## src/rpsm_pkg.sv

```systemverilog
// Constants and types for the remappable pin select map.
// Assumes a 32-bit APB slave with one aligned word per register.
package rpsm_pkg;

  localparam int unsigned RPSM_ADDR_W   = 8;
  localparam int unsigned RPSM_SEL_W    = 5;
  localparam int unsigned RPSM_NUM_PINS = 26;
  localparam int unsigned RPSM_MAP_PINS = 16;
  localparam int unsigned RPSM_MAP_REGS = 8;

  // Byte offsets
  localparam logic [7:0] RPSM_OFF_CAN_RX_SEL = 8'h00;
  localparam logic [7:0] RPSM_OFF_OUT_MAP0   = 8'h20;
  localparam logic [7:0] RPSM_OFF_OUT_MAP7   = 8'h3C;
  localparam logic [7:0] RPSM_OFF_STATUS     = 8'h40;

  // Field positions
  localparam int unsigned RPSM_LO_FIELD_LSB = 0;
  localparam int unsigned RPSM_HI_FIELD_LSB = 8;

  // Reset values and selector/function codes
  localparam logic [4:0] RPSM_CAN_SEL_RESET  = 5'h1F;
  localparam logic [4:0] RPSM_FUNC_RESET     = 5'h00;
  localparam logic [4:0] RPSM_SEL_TIED_LOW   = 5'h1F;
  localparam logic [4:0] RPSM_SEL_LAST_PIN   = 5'h19;
  localparam logic [4:0] RPSM_FUNC_PORT_CTRL = 5'h00;

  typedef logic [RPSM_SEL_W-1:0] rpsm_sel_t;

endpackage : rpsm_pkg

```

## src/rpsm_out_if.sv

```systemverilog
// Interface carrying the per-pin output function codes.
// Driven by the register file, read by the output routing logic.
`timescale 1ns/1ps
interface rpsm_out_if #(
  parameter int unsigned PINS = 16
);
  logic [4:0] func_code [PINS];

  modport regs (output func_code);
  modport route (input func_code);
endinterface : rpsm_out_if

```

## src/rpsm_pin_route.sv

```systemverilog
// Output routing for one remappable pin.
// Assumes peripheral outputs are same-clock logic, index 0 unused.
`timescale 1ns/1ps
module rpsm_pin_route #(
  parameter int unsigned NUM_FUNCS = 32
) (
  // Selection
  input  wire logic [4:0]           func_code,
  input  wire logic [NUM_FUNCS-1:0] periph_out,
  // Pin side
  output logic                      pin_out,
  output logic                      pin_periph_owned
);
  import rpsm_pkg::*;

  always_comb begin
    pin_periph_owned = (func_code != RPSM_FUNC_PORT_CTRL);
    pin_out          = pin_periph_owned ? periph_out[func_code] : 1'b0;
  end
endmodule : rpsm_pin_route

```

## src/rpsm_top.sv

```systemverilog
// Remappable pin select map: CAN receive input select and output maps for pins 0..15.
// Assumes an APB master on pclk; remappable pin levels come from pads and are synchronised.
// How it works
// - Bits 4-0 of the input-select register choose the pin feeding CAN receive.
// - Selector all ones ties CAN receive input to ground.
// - Codes zero to 11001 route the pin with that index.
// - Selector resets to all ones, so CAN receive starts grounded.
// - Input-select bits 15-5 ignore writes and read as zero.
// - Input-select register is disabled on variants without the CAN controller.
// - Output-map register k holds pin 2k in bits 4-0, pin 2k+1 in 12-8.
// - Output-map bits 15-13 and 7-5 ignore writes and read zero.
// - All output function fields reset to zero.
//
// The APB slave port and the register offsets were decided locally.
`timescale 1ns/1ps
module rpsm_top #(
  parameter int unsigned NUM_FUNCS   = 32,
  parameter bit          HAS_CAN     = 1'b1
) (
  // Clock and reset
  input  wire logic                             pclk,
  input  wire logic                             presetn,
  // APB slave
  input  wire logic                             psel,
  input  wire logic                             penable,
  input  wire logic                             pwrite,
  input  wire logic [rpsm_pkg::RPSM_ADDR_W-1:0] paddr,
  input  wire logic [31:0]                      pwdata,
  input  wire logic [3:0]                       pstrb,
  output logic      [31:0]                      prdata,
  output logic                                  pready,
  output logic                                  pslverr,
  // Remappable pins, input side
  input  wire logic [rpsm_pkg::RPSM_NUM_PINS-1:0] remappable_pin,
  // CAN receive input to the controller
  output logic                                  can_receive_input,
  // Peripheral outputs and routed pin outputs
  input  wire logic [NUM_FUNCS-1:0]             periph_out,
  output logic [rpsm_pkg::RPSM_MAP_PINS-1:0]    pin_out,
  output logic [rpsm_pkg::RPSM_MAP_PINS-1:0]    pin_periph_owned
);
  import rpsm_pkg::*;

  // Register state
  rpsm_sel_t can_receive_pin_choice_q;
  rpsm_sel_t func_q [RPSM_MAP_PINS];
  logic [RPSM_NUM_PINS-1:0] pin_meta_q;
  logic [RPSM_NUM_PINS-1:0] pin_sync_q;
  logic                     can_rx_q;

  rpsm_out_if #(.PINS(RPSM_MAP_PINS)) out_bus ();

  // Bus decode
  logic        wr_en;
  logic        rd_en;
  logic        hit_sel;
  logic        hit_map;
  logic        hit_stat;
  logic [2:0]  map_idx;
  logic        lane0_en;
  logic        lane1_en;

  always_comb begin
    wr_en    = psel & penable & pwrite;
    rd_en    = psel & penable & ~pwrite;
    hit_sel  = (paddr == RPSM_OFF_CAN_RX_SEL) && HAS_CAN;
    hit_map  = (paddr >= RPSM_OFF_OUT_MAP0) && (paddr <= RPSM_OFF_OUT_MAP7)
               && (paddr[1:0] == 2'b00);
    hit_stat = (paddr == RPSM_OFF_STATUS);
    map_idx  = 3'(paddr[4:2]);
    lane0_en = pstrb[0];
    lane1_en = pstrb[1];
  end

  // Zero wait states; unmapped or read-only writes get an error
  assign pready  = 1'b1;
  assign pslverr = psel & penable & ~(hit_sel | hit_map | (hit_stat & ~pwrite));

  // CAN receive selector
  always_ff @(posedge pclk or negedge presetn) begin
    if (!presetn) begin
      can_receive_pin_choice_q <= RPSM_CAN_SEL_RESET;
    end else if (wr_en && hit_sel && lane0_en) begin
      can_receive_pin_choice_q <= pwdata[RPSM_SEL_W-1:0];
    end
  end

  // Output function fields
  always_ff @(posedge pclk or negedge presetn) begin
    if (!presetn) begin
      for (int i = 0; i < RPSM_MAP_PINS; i++) begin
        func_q[i] <= RPSM_FUNC_RESET;
      end
    end else if (wr_en && hit_map) begin
      if (lane0_en) begin
        func_q[{map_idx, 1'b0}] <= pwdata[RPSM_LO_FIELD_LSB +: RPSM_SEL_W];
      end
      if (lane1_en) begin
        func_q[{map_idx, 1'b1}] <= pwdata[RPSM_HI_FIELD_LSB +: RPSM_SEL_W];
      end
    end
  end

  // Pad synchroniser, two stages
  always_ff @(posedge pclk or negedge presetn) begin
    if (!presetn) begin
      pin_meta_q <= '0;
      pin_sync_q <= '0;
    end else begin
      pin_meta_q <= remappable_pin;
      pin_sync_q <= pin_meta_q;
    end
  end

  // CAN receive mux; registered so the controller sees a clean level
  always_ff @(posedge pclk or negedge presetn) begin
    if (!presetn) begin
      can_rx_q <= 1'b0;
    end else if (!HAS_CAN) begin
      can_rx_q <= 1'b0;
    end else if (can_receive_pin_choice_q <= RPSM_SEL_LAST_PIN) begin
      can_rx_q <= pin_sync_q[can_receive_pin_choice_q];
    end else begin
      can_rx_q <= 1'b0;
    end
  end
  assign can_receive_input = can_rx_q;

  // Read data, unimplemented bits as zero
  always_comb begin
    prdata = 32'h0000_0000;
    if (rd_en && hit_sel) begin
      prdata[RPSM_SEL_W-1:0] = can_receive_pin_choice_q;
    end else if (rd_en && hit_map) begin
      prdata[RPSM_LO_FIELD_LSB +: RPSM_SEL_W] = func_q[{map_idx, 1'b0}];
      prdata[RPSM_HI_FIELD_LSB +: RPSM_SEL_W] = func_q[{map_idx, 1'b1}];
    end else if (rd_en && hit_stat) begin
      prdata[0] = can_rx_q;
    end
  end

  // Routing through the interface
  always_comb begin
    for (int i = 0; i < RPSM_MAP_PINS; i++) begin
      out_bus.func_code[i] = func_q[i];
    end
  end

  for (genvar g = 0; g < RPSM_MAP_PINS; g++) begin : g_route
    rpsm_pin_route #(.NUM_FUNCS(NUM_FUNCS)) u_route (
      .func_code        (out_bus.func_code[g]),
      .periph_out       (periph_out),
      .pin_out          (pin_out[g]),
      .pin_periph_owned (pin_periph_owned[g])
    );
  end

endmodule : rpsm_top
```

## config.mk

```make
export PLATFORM = sky130hd
export DESIGN_NAME = rpsm_top
export DESIGN_NICKNAME = d
export VERILOG_FILES = /design/src/rpsm_pkg.sv /design/src/rpsm_out_if.sv /design/src/rpsm_pin_route.sv /design/src/rpsm_top.sv
export SDC_FILE = /design/constraint.sdc
export NUM_CORES = 1
export LEC_CHECK = 0
export ABC_CLOCK_PERIOD_IN_PS = 4200
export BUFFER_PORTS_ARGS = -buffer_cell sky130_fd_sc_hd__buf_2
export CORE_ASPECT_RATIO = 0.75
export CORE_MARGIN = 4
export CORE_UTILIZATION = 55
export DETAILED_ROUTE_END_ITERATION = 6
export HOLD_SLACK_MARGIN = 0.08
export PLACE_DENSITY_LB_ADDON = 0.12
export SLEW_MARGIN = 20
export SYNTH_ARGS = -nofsm -noshare
export SYNTH_HDL_FRONTEND = slang
export SYNTH_SLANG_ARGS = --single-unit
```

## constraint.sdc

```tcl
create_clock -name pclk -period 4.2 [get_ports pclk]
set_input_delay 0.21 -clock pclk [delete_from_list [all_inputs] [get_ports pclk]]
set_output_delay 0.21 -clock pclk [all_outputs]
set_load 0.01 [all_outputs]
```

==> results.tsv <==
stage	metric	value	unit
run_status	status	complete, no violations	
layout	Fillers	1569	
layout	Layout Utilization	61.9	%
worst_setup_path	Worst Path Required	3.99	ns
route	DRC Markers	0	
logic_synthesis	most common flop cell mapped by yosys	dfrtp_1	
clock_network	Root Driver	clkbuf_16	
placed_design	port buffer count	126	
worst_setup_path	worst-path cell chain	mux4_2 -> a2111oi_0 -> a221oi_1 -> buf_2	
die	chip height	131	um
sta	Final period util	68.1	%
min_path	worst hold path class	input pin to flop	
clock_network	Max H-tree Level	4	
worst_setup_path	CP top delay family	flip-flops	
placed_design	dpl hpwl	22.4	mm
worst_setup_path	Slowest-stage cell, CP	dfrtp_1	
logic_synthesis	Avg Synthesized Cell Area	11.6	um2
layout	antenna diode count	0	
layout	share of layout cells above drive strength 1	37.5	%
layout	commonest non-fill, non-tap cell in the layout	dfrtp_1	
logic_synthesis	Seq/Total Area, Yosys	31.1	%
layout	commonest non-fill, non-tap cells in the layout	dfrtp_1 (133), buf_2 (125), mux4_2 (103), mux2_2 (100), mux2i_1 (89)	
route	wire per inst	27.7	um
logic_synthesis	Cells after Synth	959	
clock_network	CTS tree	done	
logic_synthesis	dominant cells by area after synthesis	dfrtp_1 (30%), mux4_2 (21%), mux2_2 (10%)	
logic_synthesis	Yosys top cell by area	dfrtp_1	
sta	Fmax achieved	350	MHz
route	vias	8888	
die	die area	22600	um2
die	FP Rows	44	
sta	Hold Fails Final Rpt	0	
logic_synthesis	synth warn	0	
clock_network	Worst-Skew Late Latency	0.44	ns
die	starting density of the core	56.7	%
worst_setup_path	crit-path max FO	13	
worst_setup_path	CP peak stage delay	0.79	ns
logic_synthesis	synthesis-stage register bit count	138	
grt	met3 usage	9.94	%
logic_synthesis	library cells used by synthesis	62	
clock_network	clock buffer count from CTS	17	
power_and_ir_drop	Worst VDD drop	0.000228	V
layout	P&R area growth vs syn	9.18	%
route	drt first pass iters	6	
clock_network	Worst-path clk slew	0.07	ns
layout	multi-input logic area	6790	um2
layout	final net count	1108	
route	DRT Wirelength	35.1	mm
grt	GRT Residual Overflow	0	
worst_setup_path	Startpoint Class	flop	
layout	sequential cell area	3460	um2
clock_network	clk buf depth	2	
sta	Worst Tran Pin Value	1.05	ns
die	IO Count	174	
grt	grt peak-use layer	met1	
logic_synthesis	asr flop ratio synth	100	%
grt	antenna violations before repair	0	
worst_setup_path	Buf+Inv Stages, Crit Path	1	
sta	relative slew slack	30.1	%
layout	Final Instance Area	12100	um2
sta	RSZ-0062 raised after global routing	no	
power_and_ir_drop	Pwr Density	278	nW/um2
job	MaxCap Viol Count	0	
grt	met2 GRT Util	43.0	%
logic_synthesis	Cell Area, Synth	11100	um2
worst_setup_path	critical path type	flop to output pin	
die	Die W	172	um
die	total core area	19600	um2
sta	post-route setup TNS	0	ns
sta	Worst Skew	0.00551	ns
route	DRT antenna net count	0	
route	vias per inst	7.01	
route	Starting DRT DRC Count	1051	
grt	first-pass GRT wire length	53.4	mm
sta	fin crit period	2.86	ns
power_and_ir_drop	static leakage	0.00494	uW
grt	pin count of the biggest net entering global routing	113	
placed_design	GPL Wtd Cong	0.927	
sta	Max Slew Vio Count	0	
placed_design	placed inst area	11300	um2
grt	M1 GR Usage	48.9	%
clock_network	clock sink count	138	
worst_setup_path	Setup crit end kind	output pin	
grt	GRT Overall Usage	31.4	%
logic_synthesis	post-synth top area share	29.9	%
sta	setup violators final	0	
logic_synthesis	EDFF count, synth	0	
grt	number of global-route vias before repair	8475	
worst_setup_path	Critical Path AT	2.65	ns
-- worst paths after layout --
check	slack, ns	end	from	cells after the start
max	1.34	pin_out[0]	func_q[75]	4
min	0.24	func_q[42]	pwdata[10]	2
max reg2reg	2.00	can_receive_input	can_receive_pin_choice_q[0]	3
min reg2reg	0.34	pin_sync_q[22]	pin_meta_q[22]	0
max in group asynchronous	2.80	func_q[22]	presetn	3
min in group asynchronous	0.45	pin_sync_q[2]	presetn	2
-- sequential cells by signal, indices dropped and copies added, names as in the netlist --
| register | flops |
|---|---|
| pin_meta_q | 26 |
| pin_sync_q | 26 |
| can_receive_pin_choice_q | 5 |
| func_q | 80 |
| can_receive_input | 1 |
-- report_power, final --
part	total, uW	internal, uW	switching (uW)
Sequential	1390	1360	29.1
Combinational	488	196	292
Clock	1500	838	663
-- worst register-to-register path, stage by stage (launching register included) --
cell,delay (ns)
dfstp_2,0.73
mux4_1,0.67
mux4_2,0.51
a21o_1,0.19
-- cells in the mapped netlist (20+ instances only) --
library cell	instances
clkbuf_1	66
mux2i_1	89
buf_4	72
nand2_1	53
nor2_1	37
nor3_1	23
inv_1	21
nor2b_1	20
dfrtp_1	133
mux4_2	103
mux2_2	100
nand2b_1	22
-- logic make-up (layout without fill, tap and decap cells) --
kind of cell           count (synthesis)  in the layout  share of synthesized area [%]
buffers and inverters                174            208                           8.56
other                                  2             23                         0.0675
flip-flops                           138            138                           31.1
AND/OR/NAND/NOR                      247            247                           12.8
AO/OA/AOI/OAI                         96             96                           6.89
multiplexers                         302            302                           40.6
-- per-layer routing --
layer  part of all wire [%]  vias up
met1                     41     4453
met2                     42      674
met5                      0        -
met4                    2.2        0
li1                       -     3684
met3                     15       77
-- through the flow --
step	std cells	power [uW]	setup WS, ns	hold slack, ns
2_1_floorplan	980	1690	2.22	-0.0856
5_1_grt	1267	3490	1.10	0.227
4_1_cts	1267	3380	1.35	0.210
6_report	1267	3380	1.34	0.239
3_5_place_dp	1208	1870	1.65	0.319
3_3_place_gp	1208	1860	1.68	0.318
-- layout make-up --
class | instances | share of cell area [%]
multi-input cells | 668 | 55.9
flip-flops and latches | 138 | 28.5
repair buffers | 154 | 7.55
clock buffers | 18 | 3.53
well taps | 253 | 2.61
clock inverters | 14 | 1.23
inverters | 22 | 0.680
-- repair_timing --
item	in CTS	in global routing
resized for setup	0	0
setup endpoints to repair	0	0
buffers inserted	0	0
endpoints found under the hold margin	132	0
hold buffers	27	0
Power figures use the tool's default switching activity.
